File: src/verilog/fan_ctrl_pkg.sv
// Overview of operation
// - duty rises 0 to 100 with level
// - fan drive output is active high
// - fault output open-drain, low on fault
// - supervisor timers count pwm periods, blanking counts clocks
// - start from off: drive on 32 periods
// - level at shutdown threshold: shutdown, fault released
// - shutdown stops pwm, timers, supervision
// - entering shutdown resets everything to power-up
// - leave shutdown at release threshold, then start
// - below auto-shutdown at release: stay auto-shutdown
// - level at auto-shutdown threshold: fan off
// - leave auto-shutdown above threshold plus hysteresis
// - auto-shutdown keeps fault output released
// - missing pulses in run are a fault
// - blank pulses caused by drive turn-on
// - 32 quiet periods: diagnostic, drive 3 periods
// - diagnostic without pulse: retry start-up burst
// - timeout again: stop, fault low, latch
// - latched fault cleared by shutdown cycle or reset only
// - reset clears fault whatever the auto-shutdown inputs
// - power-up: repeat start burst once before fault
// - each valid pulse restarts missing-pulse count
package fan_ctrl_pkg;
  localparam int DUTY_W = 8;
  localparam int PERIOD_TICKS = 1666667;
  localparam int PERIOD_W = 21;
  localparam int TICK_W = 13;
  localparam logic [TICK_W-1:0] TICKS_PER_STEP = 13'h1a2b;
  localparam logic [DUTY_W-1:0] DUTY_FULL = 8'hff;
  localparam logic [5:0] START_PERIODS = 6'h20;
  localparam logic [5:0] MISS_PERIODS = 6'h20;
  localparam logic [5:0] DIAG_PERIODS = 6'h03;
  localparam logic [3:0] BLANK_TICKS = 4'h8;
  typedef enum logic [6:0] {
    ST_OFF = 7'h01,
    ST_AUTO = 7'h02,
    ST_START1 = 7'h04,
    ST_START2 = 7'h08,
    ST_RUN = 7'h10,
    ST_DIAG = 7'h20,
    ST_FAULT = 7'h40
  } state_type;
endpackage : fan_ctrl_pkg

File: src/verilog/fan_pwm_fault_supervisor.sv
`timescale 1ns/100ps
`default_nettype none
module fan_pwm_fault_supervisor #(
  parameter int STEP_TICKS = 6667
) (
  input wire logic clk,
  input wire logic rst_n,
  input wire logic [fan_ctrl_pkg::DUTY_W-1:0] duty_demand,
  input wire logic below_shutdown_threshold,
  input wire logic above_release_threshold,
  input wire logic below_autoshutdown_threshold_input,
  input wire logic above_autoshutdown_hysteresis,
  input wire logic fan_pulse,
  output logic fan_drive,
  output logic fault_out,
  output logic fault_oe,
  output logic in_shutdown,
  output logic in_autoshutdown,
  output logic fault_latched
);
  import fan_ctrl_pkg::*;

  // --------------------------------------------------
  // input synchronisers
  // --------------------------------------------------
  logic [4:0] raw_in;
  logic [4:0] syn;
  logic shdn_s, rel_s, as_s, ash_s, pulse_s;
  assign raw_in = {below_shutdown_threshold, above_release_threshold,
                   below_autoshutdown_threshold_input, above_autoshutdown_hysteresis,
                   fan_pulse};
  sync2 #(.W(5)) u_sync (
    .clk(clk),
    .rst_n(rst_n),
    .d(raw_in),
    .q(syn)
  );
  assign {shdn_s, rel_s, as_s, ash_s, pulse_s} = syn;

  // --------------------------------------------------
  // shutdown latch with threshold hysteresis
  // --------------------------------------------------
  logic shdn_r;
  always_ff @(posedge clk) begin
    if (!rst_n) begin
      shdn_r <= 1'b0;
    end else if (shdn_s) begin
      shdn_r <= 1'b1;
    end else if (rel_s) begin
      shdn_r <= 1'b0;
    end
  end

  // --------------------------------------------------
  // pwm timebase
  // --------------------------------------------------
  state_type state_r, state_nxt;
  logic running;
  logic period_start;
  logic pwm_on;
  logic [DUTY_W-1:0] duty_eff;
  assign running = (state_r == ST_START1) || (state_r == ST_START2) ||
                   (state_r == ST_RUN) || (state_r == ST_DIAG);
  assign duty_eff = duty_demand;
  pwm_timebase #(.STEP_TICKS(STEP_TICKS)) u_pwm (
    .clk(clk),
    .rst_n(rst_n),
    .run(running),
    .duty(duty_eff),
    .period_start(period_start),
    .pwm_on(pwm_on)
  );

  // --------------------------------------------------
  // pulse edge detect and blanking
  // --------------------------------------------------
  logic pulse_d_r;
  logic pwm_d_r;
  logic [3:0] blank_r;
  logic pulse_ok;
  always_ff @(posedge clk) begin
    if (!rst_n) begin
      pulse_d_r <= 1'b0;
      pwm_d_r <= 1'b0;
      blank_r <= '0;
    end else begin
      pulse_d_r <= pulse_s;
      pwm_d_r <= pwm_on;
      if (pwm_on && !pwm_d_r) begin
        blank_r <= BLANK_TICKS;
      end else if (blank_r != 4'h0) begin
        blank_r <= blank_r - 4'h1;
      end
    end
  end
  assign pulse_ok = pulse_s && !pulse_d_r && (blank_r == 4'h0) && running;

  // --------------------------------------------------
  // supervisor state machine
  // --------------------------------------------------
  logic [5:0] cnt_r;
  logic cnt_done;
  logic [5:0] limit;
  always_comb begin
    case (state_r)
      ST_DIAG: limit = DIAG_PERIODS;
      ST_RUN: limit = MISS_PERIODS;
      default: limit = START_PERIODS;
    endcase
  end
  assign cnt_done = period_start && (cnt_r == limit - 6'h01);

  always_comb begin
    state_nxt = state_r;
    case (state_r)
      ST_OFF: begin
        if (as_s) state_nxt = ST_AUTO;
        else if (ash_s) state_nxt = ST_START1;
      end
      ST_AUTO: begin
        if (ash_s) state_nxt = ST_START1;
      end
      ST_START1: begin
        if (pulse_ok) state_nxt = ST_RUN;
        else if (cnt_done) state_nxt = ST_START2;
      end
      ST_START2: begin
        if (pulse_ok) state_nxt = ST_RUN;
        else if (cnt_done) state_nxt = ST_FAULT;
      end
      ST_RUN: begin
        if (!pulse_ok && cnt_done) state_nxt = ST_DIAG;
      end
      ST_DIAG: begin
        if (pulse_ok) state_nxt = ST_RUN;
        else if (cnt_done) state_nxt = ST_START2;
      end
      ST_FAULT: state_nxt = ST_FAULT;
      default: state_nxt = ST_OFF;
    endcase
    if (as_s && running) state_nxt = ST_AUTO;
    if (shdn_r) state_nxt = ST_OFF;
  end

  always_ff @(posedge clk) begin
    if (!rst_n) begin
      state_r <= ST_OFF;
    end else begin
      state_r <= state_nxt;
    end
  end

  always_ff @(posedge clk) begin
    if (!rst_n || state_nxt != state_r || pulse_ok) begin
      cnt_r <= '0;
    end else if (period_start) begin
      cnt_r <= cnt_r + 6'h01;
    end
  end

  // --------------------------------------------------
  // outputs
  // --------------------------------------------------
  always_ff @(posedge clk) begin
    if (!rst_n) begin
      fan_drive <= 1'b0;
      fault_oe <= 1'b0;
      fault_out <= 1'b0;
      in_shutdown <= 1'b0;
      in_autoshutdown <= 1'b0;
      fault_latched <= 1'b0;
    end else begin
      case (state_nxt)
        ST_START1, ST_START2, ST_DIAG: fan_drive <= 1'b1;
        ST_RUN: fan_drive <= pwm_on;
        default: fan_drive <= 1'b0;
      endcase
      fault_oe <= (state_nxt == ST_FAULT);
      fault_out <= 1'b0;
      in_shutdown <= shdn_r || (state_nxt == ST_FAULT);
      in_autoshutdown <= (state_nxt == ST_AUTO);
      fault_latched <= (state_nxt == ST_FAULT);
    end
  end
endmodule : fan_pwm_fault_supervisor
`default_nettype wire

File: src/verilog/sync2.sv
`timescale 1ns/100ps
`default_nettype none
module sync2 #(
  parameter int W = 1
) (
  input wire logic clk,
  input wire logic rst_n,
  input wire logic [W-1:0] d,
  output logic [W-1:0] q
);
  logic [W-1:0] s1_r;
  always_ff @(posedge clk) begin
    if (!rst_n) begin
      s1_r <= '0;
      q <= '0;
    end else begin
      s1_r <= d;
      q <= s1_r;
    end
  end
endmodule : sync2
`default_nettype wire

File: src/verilog/pwm_timebase.sv
`timescale 1ns/100ps
`default_nettype none
module pwm_timebase #(
  parameter int STEP_TICKS = 6667
) (
  input wire logic clk,
  input wire logic rst_n,
  input wire logic run,
  input wire logic [7:0] duty,
  output logic period_start,
  output logic pwm_on
);
  import fan_ctrl_pkg::*;
  logic [TICK_W-1:0] tick_r;
  logic [DUTY_W-1:0] step_r;
  logic step_end;
  assign step_end = (tick_r == TICK_W'(STEP_TICKS - 1));
  // --------------------------------------------------
  // cycle counter, 255 steps a period
  // --------------------------------------------------
  always_ff @(posedge clk) begin
    if (!rst_n || !run) begin
      tick_r <= '0;
      step_r <= '0;
      period_start <= 1'b0;
      pwm_on <= 1'b0;
    end else begin
      period_start <= 1'b0;
      if (step_end) begin
        tick_r <= '0;
        if (step_r == DUTY_FULL - 8'h01) begin
          step_r <= '0;
          period_start <= 1'b1;
        end else begin
          step_r <= step_r + 8'h01;
        end
      end else begin
        tick_r <= tick_r + 13'h0001;
      end
      pwm_on <= (step_r < duty);
    end
  end
endmodule : pwm_timebase
`default_nettype wire

File: config.mk
export PLATFORM = sky130hd
export DESIGN_NAME = fan_pwm_fault_supervisor
export DESIGN_NICKNAME = d
export VERILOG_FILES = /design/src/verilog/fan_ctrl_pkg.sv /design/src/verilog/fan_pwm_fault_supervisor.sv /design/src/verilog/sync2.sv /design/src/verilog/pwm_timebase.sv
export SDC_FILE = /design/constraint.sdc
export NUM_CORES = 1
export LEC_CHECK = 0
export BUFFER_PORTS_ARGS = -buffer_cell sky130_fd_sc_hd__clkbuf_2
export CELL_PAD_IN_SITES_DETAIL_PLACEMENT = 0
export CELL_PAD_IN_SITES_GLOBAL_PLACEMENT = 1
export CORE_AREA = 4 4 86 88
export DETAILED_ROUTE_END_ITERATION = 16
export DIE_AREA = 0 0 90 92
export HOLD_SLACK_MARGIN = 0.08
export MAX_ROUTING_LAYER = met4
export PLACE_DENSITY_LB_ADDON = 0.1
export SLEW_MARGIN = 40
export SYNTH_ARGS = -nofsm -noshare
export SYNTH_HDL_FRONTEND = slang
export SYNTH_SLANG_ARGS = --single-unit
File: constraint.sdc
create_clock -name clk -period 3.2 [get_ports clk]
set_input_delay 0.16 -clock clk [delete_from_list [all_inputs] [get_ports clk]]
set_output_delay 0.16 -clock clk [all_outputs]
set_load 0.01 [all_outputs]
# After elaboration in Yosys (flattened, before gate mapping)
# Index checks and enable logic that the tools add are counted.
# op_classes
n_lt_le_gt_ge	1
bitwise	2
eq_ne	17
n_addsub	5
n_mux	18
n_reduce_logical	28
# op_table
operator	n
7-bit two-way mux	9
7-bit one-hot mux with 6 select lines	1
7-bit by 2-bit equality test with 1-bit output (second input constant)	2
7-bit by 3-bit equality test with 1-bit output (second input constant)	2
7-bit by 4-bit equality test with 1-bit output (second input constant)	2
7-bit by 5-bit equality test with 1-bit output (second input constant)	2
7-bit by 6-bit equality test with 1-bit output (second input constant)	2
7-bit equality test (second input constant)	2
13-bit by 1-bit adder with 13-bit output (second input constant)	1
13-bit equality test (second input constant)	1
8-bit by 1-bit adder with 8-bit output (second input constant)	1
8-bit equality test (second input constant)	1
8-bit less-than comparator	1
4-bit two-way mux	2
8-bit two-way mux	1
2-bit OR reduction	4
7-bit by 1-bit equality test with 1-bit output (second input constant)	1
1-bit logical AND	7
1-bit logical OR	7
7-bit inequality test	1
6-bit by 1-bit adder with 6-bit output (second input constant)	1
6-bit equality test	1
6-bit two-way mux	1
6-bit by 1-bit subtractor with 6-bit output (second input constant)	1
other kinds (9)	17
# word_totals
wordCells	88
output_inout_bits	6
in_bits	15
regBits	57

# Longest topological paths before layout
# Gate-level depths: netlist of run 1.
# logic_depth
depth_word	14
mapped_depth	10
mapped_depth_nobuf	9

# Hierarchy
# A second synthesis of run 1 with hierarchy kept.
# hier_totals
cells_unflattened	334
hier_area_um2	3025.4
# modules_own_cells
mod	area_per_inst_um2	cells_each	n_inst
fan_pwm_fault_supervisor	1511.4	177	1
pwm_timebase	1251.2	137	1
sync2	262.8	20	1

# Worst setup path before layout of run 1
# Ideal clock, no wire load.
# synth_path
kind	register to register
startpoint	register state_r[2]
endpoint	register fan_drive
t_required_ns	3.130
path_buffers	1
setup_ns	0.070
path_slack_ns	0.937
stages_incl_launch_ff	9
synth_period_minus_slack_ns	2.263
t_arrival_ns	2.193
cell_sequence	dfxtp_1 -> buf_6 -> or4b_4 -> nor2_4 -> mux2_4 -> or4_1 -> a21oi_1 -> a311oi_1 -> a21oi_1
# synth_between
elab_chain_cells	14
word_cells_on_any_way	35
cone_classes	1 x add/sub; 12 x eq/ne; 12 x mux; 10 x reduce/logical
# synth_lines
element	line	rtl
start, declared	fan_pwm_fault_supervisor.sv:57	state_type state_r, state_nxt;
start signal, assigned	fan_pwm_fault_supervisor.sv:149	state_r <= state_nxt;
branches (longest 9 deep; another with 6-bit by 1-bit subtractor with 6-bit output)	n/a	
7-bit two-way mux (*)	fan_pwm_fault_supervisor.sv:141	if (as_s && running) state_nxt = ST_AUTO;
7-bit two-way mux (*)	fan_pwm_fault_supervisor.sv:142	if (shdn_r) state_nxt = ST_OFF;
7-bit by 3-bit equality test with 1-bit output, or another cell as far along	fan_pwm_fault_supervisor.sv:173	case (state_nxt)
3-bit OR reduction	fan_pwm_fault_supervisor.sv:173	
1-bit one-hot mux with 2 select lines (*)	fan_pwm_fault_supervisor.sv:173	
end signal, assigned	fan_pwm_fault_supervisor.sv:175	ST_RUN: fan_drive <= pwm_on;
end, declared	fan_pwm_fault_supervisor.sv:14	output logic fan_drive,
# Mark *: on every way between the ends.
# A chain may end at the register's enable or synchronous reset.

# Worst setup path in the final report of run 1
# layout_path
startpoint	register state_r[5]
endpoint	register cnt_r[1]
# layout_between
elab_chain_cells	14
word_cells_on_any_way	32
cone_classes	1 x add/sub; 9 x eq/ne; 11 x mux; 11 x reduce/logical
# layout_lines
element	line	rtl
branches (longest 13 deep; another with 6-bit by 1-bit subtractor with 6-bit output)	n/a	
1-bit logical OR (*)	fan_pwm_fault_supervisor.sv:154	if (!rst_n || state_nxt != state_r || pulse_ok) begin
end signal, assigned	fan_pwm_fault_supervisor.sv:157	cnt_r <= cnt_r + 6'h01;
end, declared	fan_pwm_fault_supervisor.sv:101	logic [5:0] cnt_r;
# Marked as above.

==> results of run 1 <==
[per-stage QoR]
step / std cells / instance area (um2) / utilization, % / hold WS (ps) / power (W)
after floorplan: 340 / 2990 / - / 287 / 0.000987
after global placement: 424 / 3120 / 46.9 / 370 / 0.00105
after detailed placement: 424 / 3120 / 46.9 / 370 / 0.00105
after CTS: 445 / 3350 / 50.4 / 177 / 0.00166
after global routing: 445 / 3350 / 50.4 / 210 / 0.00174
final: 445 / 3350 / 50.4 / 195 / 0.00164
[per-layer routing]
metal / wire length [um] / GRT usage [%] / vias up
met2: 2620 / 22.8 / 55
met1: 2870 / 20.5 / 1073
met3: 287 / 3.86 / 12
met4: 116 / 7.27 / 0
li1: - / - / 1217
met5: 0 / - / -
[cells in the final DEF, fill, tap and decap left out, drive strengths merged, types with 3 or more instances in the layout]
cell type / instances
or4: 3
o211ai: 5
or3: 5
or3b: 3
nor2: 41
nand3: 12
buf: 4
and3: 6
dfxtp: 57
a211oi: 5
nand4: 4
clkinvlp: 4
clkbuf: 29
nor4: 4
xor2: 16
dlygate4sd3: 5
a21oi: 6
xnor2: 16
nor3: 19
o21ai: 13
ha: 14
nand2: 15
a21o: 4
o21bai: 3
inv: 15
and2: 16
nor3b: 5
[kinds of logic (layout without fill, tap and decap cells)]
| group | Yosys count | in the layout | synth area share (%) |
|---|---|---|---|
| and+or+nand+nor | 151 | 151 | 28.1 |
| DFF | 57 | 57 | 38.2 |
| AOI/OAI and AO/OA | 49 | 49 | 12.4 |
| buffers and inverters | 34 | 59 | 5.07 |
| xor gates and xnor gates | 32 | 32 | 9.39 |
| adders and majority gates | 14 | 14 | 5.87 |
| muxes | 2 | 2 | 0.838 |
| other | 1 | 1 | 0.126 |
[power by group through the flow]
stage | logic (W) | clock network (W) | registers, W
detailed placement | 0.000270 | 0 | 0.000781
global placement | 0.000271 | 0 | 0.000780
CTS | 0.000275 | 0.000624 | 0.000764
finish | 0.000274 | 0.000606 | 0.000765
global route | 0.000312 | 0.000657 | 0.000769
floorplan | 0.000213 | 0 | 0.000775
[critical path, delay by kind of cell (launching register included)]
family	cells	cell delay, ps
AOI/OAI and AO/OA	4	940
xor gates and xnor gates	1	150
DFF	1	640
and+or+nand+nor	2	790
[worst paths after layout]
path | from | end | slack [ps] | depth (start not counted)
hold reg to reg | u_sync.s1_r[1] | u_sync.q[1] | 430 | 1
hold / removal | duty_demand[7] | u_pwm.pwm_on | 190 | 4
setup reg to reg | state_r[5] | cnt_r[1] | 580 | 7
setup / recovery | state_r[5] | cnt_r[1] | 580 | 7
[cell type report]
| cell class | instances | area, um2 | area share (%) |
|---|---|---|---|
| Timing Repair Buffer | 28 | 175 | 5.23 |
| Clock inverter | 6 | 43.8 | 1.31 |
| Tap cell | 80 | 100 | 2.99 |
| Sequential cell | 57 | 1140 | 34.1 |
| Inverter | 15 | 56.3 | 1.68 |
| Multi-Input combinational cell | 249 | 1690 | 50.6 |
| Clock buffer | 10 | 138 | 4.11 |
[flip-flops by register name (all words and copies together), names as in the netlist]
name                count
in_shutdown             1
pwm_d_r                 1
blank_r                 4
u_sync.s1_r             5
shdn_r                  1
u_sync.q                5
cnt_r                   6
in_autoshutdown         1
pulse_d_r               1
u_pwm.step_r            8
fan_drive               1
u_pwm.period_start      1
u_pwm.pwm_on            1
u_pwm.tick_r           13
state_r                 7
fault_latched           1
==> results.toml, run 1 <==
[run_status]
status = "finished, final reports clean"

[cts]
clock_latency_ps = 330
cts_htree_levels = 3
cts_resized = 0
root_buffer = "clkbuf_8"
cts_hold_buf = 5
numCtsBuffers = 9
cts_buffer_depth = 2
cts.clk_slew.worst_paths_ps = 70
cts_setup_buffers = 0
cts_tree = "built"
cts_num_sinks = 57

[drt]
dr.pass1.iters = 4
avgViaCountPerCell = 5.30
drc = 0
wire_per_inst_um = 13.2
first_iter_violations = 123
ant_nets = 0
routed_wl_um = 5900
routed-via-count = 2357

[placement]
dp.final_hpwl_um = 4280
pre_cts_slack_ps = 577
port_buffers = 19
gp_congestion = 0.889

[setup_path]
crit_path_max_incr_delay_ps = 640
crit_arrival_ps = 2860
path_class = "reg -> reg"
cp-start-kind = "flip-flop"
path_cells = "or4b_4, o211ai_2, o2bb2ai_1, xor2_1, a2111oi_4, o2111ai_2, nor3_1"
cp_max_fo = 17
crit_slowest_cell = "dfxtp_1"
required_ps = 3440
worst_setup_path_end_kind = "flip-flop"

[synthesis]
ys_types = 59
ys_top_cells_by_area = "dfxtp_1, ha_1, nor2_1, xnor2_1, xor2_1"
post_synth.cell_area_avg_um2 = 8.78
ys.flop_type = "dfxtp_1"
synthArstFlopShare_pct = 0
synth.most_common_cell = "dfxtp_1"
synth_top_area_share_pct = 38.2
ys_seq_elements = 57
syn_inst = 340
synth_nets = 369
synth_commonest_cells = "dfxtp_1, nor2_1, nor3_1"
netlist_area_um2 = 2990
synth_top_area_cell = "dfxtp_1"
ys_warn_count = 0
yosysSeqAreaShare_pct = 38.2
synth_edf_count = 0

[pwr]
pwr_density_cell_nw_per_um2 = 491
switchingPower_w = 0.000483
swShare_pct = 29.4
clkPwrFrac_pct = 36.9
p_seq_share_pct = 46.5
vdd_drop_max_mv = 0.196
p_comb_share_pct = 16.7
power_leakage_nw = 1.29
power.internal_w = 0.00116

[floorplanning]
die_height_um = 92
core_um2 = 6640
chipWidth_um = 90
core.rowCount = 30
initial_core_util_pct = 44.9
io_pins = 21
die-area_um2 = 8280

[sta]
tightest_slew_ps = 682
finalHoldViolCount = 0
period_share_pct = 81.9
setup_tns_ps = 0
relSlewSlack_pct = 54.0
fin_crit_ps = 2620
max_freq_ghz = 0.382
setup_ws_ps = 580
finClkSkew_ps = 9.57
finalSetupViolCount = 0
slew_violations = 0
rsz0062_at_grt = "false"

[grt]
grt_pass1_wl_um = 10300
grt_use_total_pct = 15.6
grt_pass1_vias = 2224
grt_overflow = 0
antenna_found_initial = 0
grt_max_degree = 23

[cells_and_area]
final_net_count = 389
fillers = 648
diodes = 0
area_delta_synth_final_pct = 12.1
drive_gt1_share_pct = 14.5

[worst_hold_path]
worstHoldPathType = "in -> reg"

[flow_run]
maxCapViolations = 0
No activity file was read; power rests on OpenSTA's default activity.
==> inputs of run 2 (changes only) <==
clock period = 2.5 ns   (was 3.2 ns; I/O delays follow)
==> run 2 against run 1 <==
  * Core utilization increased by 3.7 points
  * Total power increased by 44%
  * Final area increased by 7.4%
  * Sequential share of layout area decreased by 2.2 points
  * First-iteration DRC count increased by 14%
  * Sequential power increased by 28%
  * Routed wire length increased by 7.0%
  * Cell count increased by 4.0%
  * Maximum frequency increased by 8.4%
  * Sequential cell count unchanged
  * Register-to-register slack got worse by 500 ps
  * Clock skew decreased by 1.6 ps
  * Largest cell class unchanged
==> results.toml, run 2 (synthesis gave the netlist of run 1 again) <==
[sta]
finalHoldViolCount = 0
rsz0062_at_grt = "false"
finalSetupViolCount = 0
setup_tns_ps = 0
relSlewSlack_pct = 58.7
period_share_pct = 96.6
finClkSkew_ps = 8.00
slew_violations = 0
tightest_slew_ps = 616
max_freq_ghz = 0.414
fin_crit_ps = 2420

[flow_run]
maxCapViolations = 0

[floorplanning]
io_pins = 21
core.rowCount = 30
die-area_um2 = 8280
core_um2 = 6640
chipWidth_um = 90
die_height_um = 92
initial_core_util_pct = 44.9

[setup_path]
path_class = "reg -> reg"
crit_path_max_incr_delay_ps = 570
path_cells = "or4b_4, nor2_4, mux2_4, or4_1, a21oi_1, a311oi_1, a21oi_1"
crit_family = "simple AND/OR/NAND/NOR gates"
required_ps = 2760
crit_arrival_ps = 2670
cp_max_fo = 11
cp-start-kind = "flip-flop"
worst_setup_path_end_kind = "flip-flop"
cp_common_cell = "a21oi_1"
cp_num_buf_inv = 0
crit_slowest_cell = "or4b_4"

[cells_and_area]
seq_area_um2 = 1150
fillers = 646
diodes = 0
layout_common_cells = "dfxtp_1, nor2_1, buf_4, clkbuf_2"
drive_gt1_share_pct = 21.4
multiInputGateArea_um2 = 1750
final_common_cell = "dfxtp_1"
largest_reg_flops = 13
regMostFlops = "u_pwm.tick_r"
area_delta_synth_final_pct = 20.4
reg.largest.list = "u_pwm.tick_r: 13 flops, u_pwm.step_r: 8 flops, state_r: 7 flops"
postLayoutCellArea_um2 = 3590
final_net_count = 407

[grt]
grt_max_degree = 22
grt_use_total_pct = 16.5
antenna_found_initial = 0
grt_pass1_vias = 2332
grt_overflow = 0
grt_pass1_wl_um = 10700

[drt]
wire_per_inst_um = 13.6
drc = 0
avgViaCountPerCell = 5.22
routed_wl_um = 6310
first_iter_violations = 140
ant_nets = 0
wl_met2_um = 2940
dr.pass1.iters = 4
dr.max_layer_used = "met4"
routed-via-count = 2417
wl_met3_um = 243
wl_met1_um = 2980

[cts]
cts.clk_slew.worst_paths_ps = 70
root_buffer = "clkbuf_8"
numCtsBuffers = 9
cts_tree = "built"
cts_num_sinks = 57
cts_htree_levels = 3
cts_buffer_depth = 2
clock_latency_ps = 330

[worst_hold_path]
worstHoldPathType = "in -> reg"

[pwr]
pwr_density_cell_nw_per_um2 = 657
power_leakage_nw = 1.44
vdd_drop_max_mv = 0.250

[placement]
port_buffers = 19
dp.final_hpwl_um = 4560
postPlaceCellArea_um2 = 3250
gp_congestion = 0.878

[run_status]
status = "finished, final reports clean"
## run 2: metrics by stage
step	worst slack [ps]	power [W]	hold WS [ps]	utilization, %	instances
after CTS	85.9	0.00238	123	53.1	463
after global placement	160	0.00138	333	48.9	442
final	84.0	0.00236	140	54.1	463
after global routing	4.30	0.00251	132	54.1	463
after floorplan	237	0.00126	252	-	340
after detailed placement	106	0.00139	333	48.9	442
## run 2: where the power goes
part | switching, W | internal, W | total [W]
sequential | 0.0000285 | 0.000950 | 0.000979
clock | 0.000363 | 0.000612 | 0.000974
combinational | 0.000219 | 0.000191 | 0.000410
## run 2: layout make-up
| class | instances | share of cell area [%] |
|---|---|---|
| Sequential cell | 57 | 31.9 |
| Multi-Input combinational cell | 249 | 48.8 |
| Tap cell | 80 | 2.78 |
| Clock inverter | 5 | 2.16 |
| Inverter | 15 | 1.57 |
| Timing Repair Buffer | 46 | 8.63 |
| Clock buffer | 11 | 4.21 |
## run 2: final timing paths
kind | endpoint | slack, ps | start | depth (start not counted)
setup / recovery | fan_drive | 80 | state_r[2] | 7
hold / removal | u_pwm.pwm_on | 140 | duty_demand[7] | 4
setup reg to reg | fan_drive | 80 | state_r[2] | 7
hold reg to reg | u_sync.q[4] | 430 | u_sync.s1_r[4] | 1
## run 2: routing by layer
| metal | up-vias | global-route usage, % |
|---|---|---|
| met4 | 0 | 8.16 |
| li1 | 1262 | - |
| met2 | 43 | 26.4 |
| met3 | 11 | 4.35 |
| met5 | - | - |
| met1 | 1101 | 19.4 |
## run 2: timing repair
item,in CTS,in global routing
hold endpoints to repair,5,0
setup buffers,0,0
resized for setup,0,14
hold buffers,5,0
setup endpoints to repair,0,7
## run 2: worst min-delay path: stages
cell and delay, ps:
clkbuf_2 80, inv_1 50, ha_1 130, a211oi_1 40
==> inputs of run 3 (changes only) <==
CORE_AREA = 4 4 84 86   (was 4 4 86 88)
DIE_AREA = 0 0 88 90   (was 0 0 90 92)
REMOVE_ABC_BUFFERS = 1   (was default)
clock period = 2.8 ns   (was 2.5 ns; I/O delays follow)
==> run 3 against run 2 <==
  * Core utilization is 0.55 points higher
  * Largest cell class unchanged
  * Largest power group unchanged
  * Clock power is 14% lower
  * Critical path type unchanged
  * Hold slack better by 29 ps
  * Combinational power is 22% lower
==> results.toml, run 3 (synthesis gave the netlist of run 1 again) <==
[sta]
rsz0062_at_grt = "false"
finalSetupViolCount = 0
finalHoldViolCount = 0
max_freq_ghz = 0.400
setup_tns_ps = 0
tightest_slew_ps = 584
setup_ws_ps = 298
period_share_pct = 89.3
relSlewSlack_pct = 60.9
finClkSkew_ps = 5.91
slew_violations = 0
fin_crit_ps = 2500
timing.hold.ws_ps = 169

[setup_path]
ff2ff_path_depth = 9
path_class = "reg -> reg"
cp-start-kind = "flip-flop"
crit_family = "simple AND/OR/NAND/NOR gates"
rr_endpoint = "cnt_r[4]"
worst_setup_path_end_kind = "flip-flop"
required_ps = 3050
cp_max_fo = 6
path_cells = "inv_1, ha_1, or3b_2, nor3b_2, or4_1, a21oi_1, o32ai_1, o211ai_1, nor3_1"
r2r_setup_slack_ps = 300
crit_arrival_ps = 2750
crit_slowest_cell = "or3b_2"
worstReg2RegStart = "blank_r[0]"
cp_num_buf_inv = 1
crit_path_max_incr_delay_ps = 490

[drt]
drc = 0
dr.pass1.iters = 4
avgViaCountPerCell = 5.29
first_iter_violations = 87
routed-via-count = 2363
ant_nets = 0
routed_wl_um = 5880
wire_per_inst_um = 13.2

[grt]
grt_pass1_vias = 2199
grt_max_degree = 22
antenna_found_initial = 0
grt_pass1_wl_um = 10000
grt_use_total_pct = 16.5
grt_overflow = 0

[floorplanning]
die_height_um = 90
chipWidth_um = 88
io_pins = 21
core_um2 = 6280
core.rowCount = 29
die-area_um2 = 7920
initial_core_util_pct = 47.6

[placement]
dp_cells = 428
gp_congestion = 0.889
pre_cts_slack_ps = 289
port_buffers = 19
dp.final_hpwl_um = 4240

[cells_and_area]
regMostFlops = "u_pwm.tick_r"
final_common_cell = "dfxtp_1"
fillers = 591
reg.largest.list = "u_pwm.tick_r: 13 flops, u_pwm.step_r: 8 flops, state_r: 7 flops"
layout_common_cells = "dfxtp_1, nor2_1, nor3_1, clkbuf_2"
largest_reg_flops = 13
multiInputGateArea_um2 = 1690
final_net_count = 396
diodes = 0
seq_area_um2 = 1140
area_delta_synth_final_pct = 14.9
finalNonFillerCells = 447
drive_gt1_share_pct = 15.7

[cts]
cts_num_sinks = 57
root_buffer = "clkbuf_8"
numCtsBuffers = 9
cts_buffer_depth = 2
cts_setup_buffers = 0
clock_latency_ps = 330
cts_htree_levels = 3
cts_tree = "built"
cts.clk_slew.worst_paths_ps = 60

[worst_hold_path]
min_path_cells = 4
min_to = "u_pwm.pwm_on"
worstHoldPathType = "in -> reg"
min_from = "duty_demand[7]"

[flow_run]
maxCapViolations = 0

[run_status]
status = "finished, final reports clean"

[pwr]
pwr_density_cell_nw_per_um2 = 592
vdd_drop_max_mv = 0.311
power_leakage_nw = 1.36
==> run 3: cell count changes in the layout (fill, tap and decap cells not counted), moves of 4 or more <==
cell,change
nor3_1,+6
buf_4,-11
nor3_2,-6
dfxtp_1,+4
dfxtp_2,-4
==> run 3: layout make-up <==
cell class | count | share of cell area, %
clock inverter | 3 | 1.90
inverter | 15 | 1.64
tap | 77 | 2.81
sequential | 57 | 33.3
timing repair buffer | 35 | 6.64
multi-input combinational | 249 | 49.3
clock buffer | 11 | 4.41
==> run 3: per-layer routing <==
| metal | routed length [um] | global-route usage, % |
|---|---|---|
| met2 | 2730 | 24.2 |
| met3 | 257 | 4.11 |
| met1 | 2820 | 21.4 |
| met5 | 0 | - |
| met4 | 72 | 6.78 |
==> run 3: worst register-to-register path, cell delays in order (launching register included) <==
cell and delay, ps:
dfxtp_1 300, inv_1 110, ha_1 190, or3b_2 490
nor3b_2 320, or4_1 190, a21oi_1 40, o32ai_1 250
o211ai_1 300, nor3_1 240
==> run 3: where the power goes <==
part	switching, W	leakage [nW]	total [W]	internal, W
sequential	0.0000247	0.463	0.000873	0.000848
combinational	0.000178	0.788	0.000320	0.000141
clock	0.000301	0.111	0.000839	0.000538
==> run 3: metrics by stage <==
step | utilization [%] | cell area (um2) | total power (W)
global route | 54.7 | 3430 | 0.00214
CTS | 54.7 | 3430 | 0.00205
finish | 54.7 | 3430 | 0.00203
floorplan | - | 2890 | 0.00112
global placement | 50.4 | 3160 | 0.00120
detailed placement | 50.4 | 3160 | 0.00120
==> run 3: worst max path at each step <==
stage / end / slack [ps] / depth (start not counted) / start
after detailed placement: cnt_r[3] / 290 / 9 / blank_r[0]
after floorplan: fan_drive / 430 / 7 / state_r[5]
after global routing: cnt_r[3] / 70 / 9 / blank_r[0]
final: cnt_r[4] / 300 / 9 / blank_r[0]
after CTS: cnt_r[4] / 260 / 9 / blank_r[0]
after global placement: cnt_r[2] / 270 / 9 / blank_r[0]
==> run 3: repair_timing <==
action / CTS / global route
gates resized for setup: 0 / 0
setup endpoints to repair: 0 / 0
hold endpoints to repair: 5 / 0
hold buffers: 5 / 0
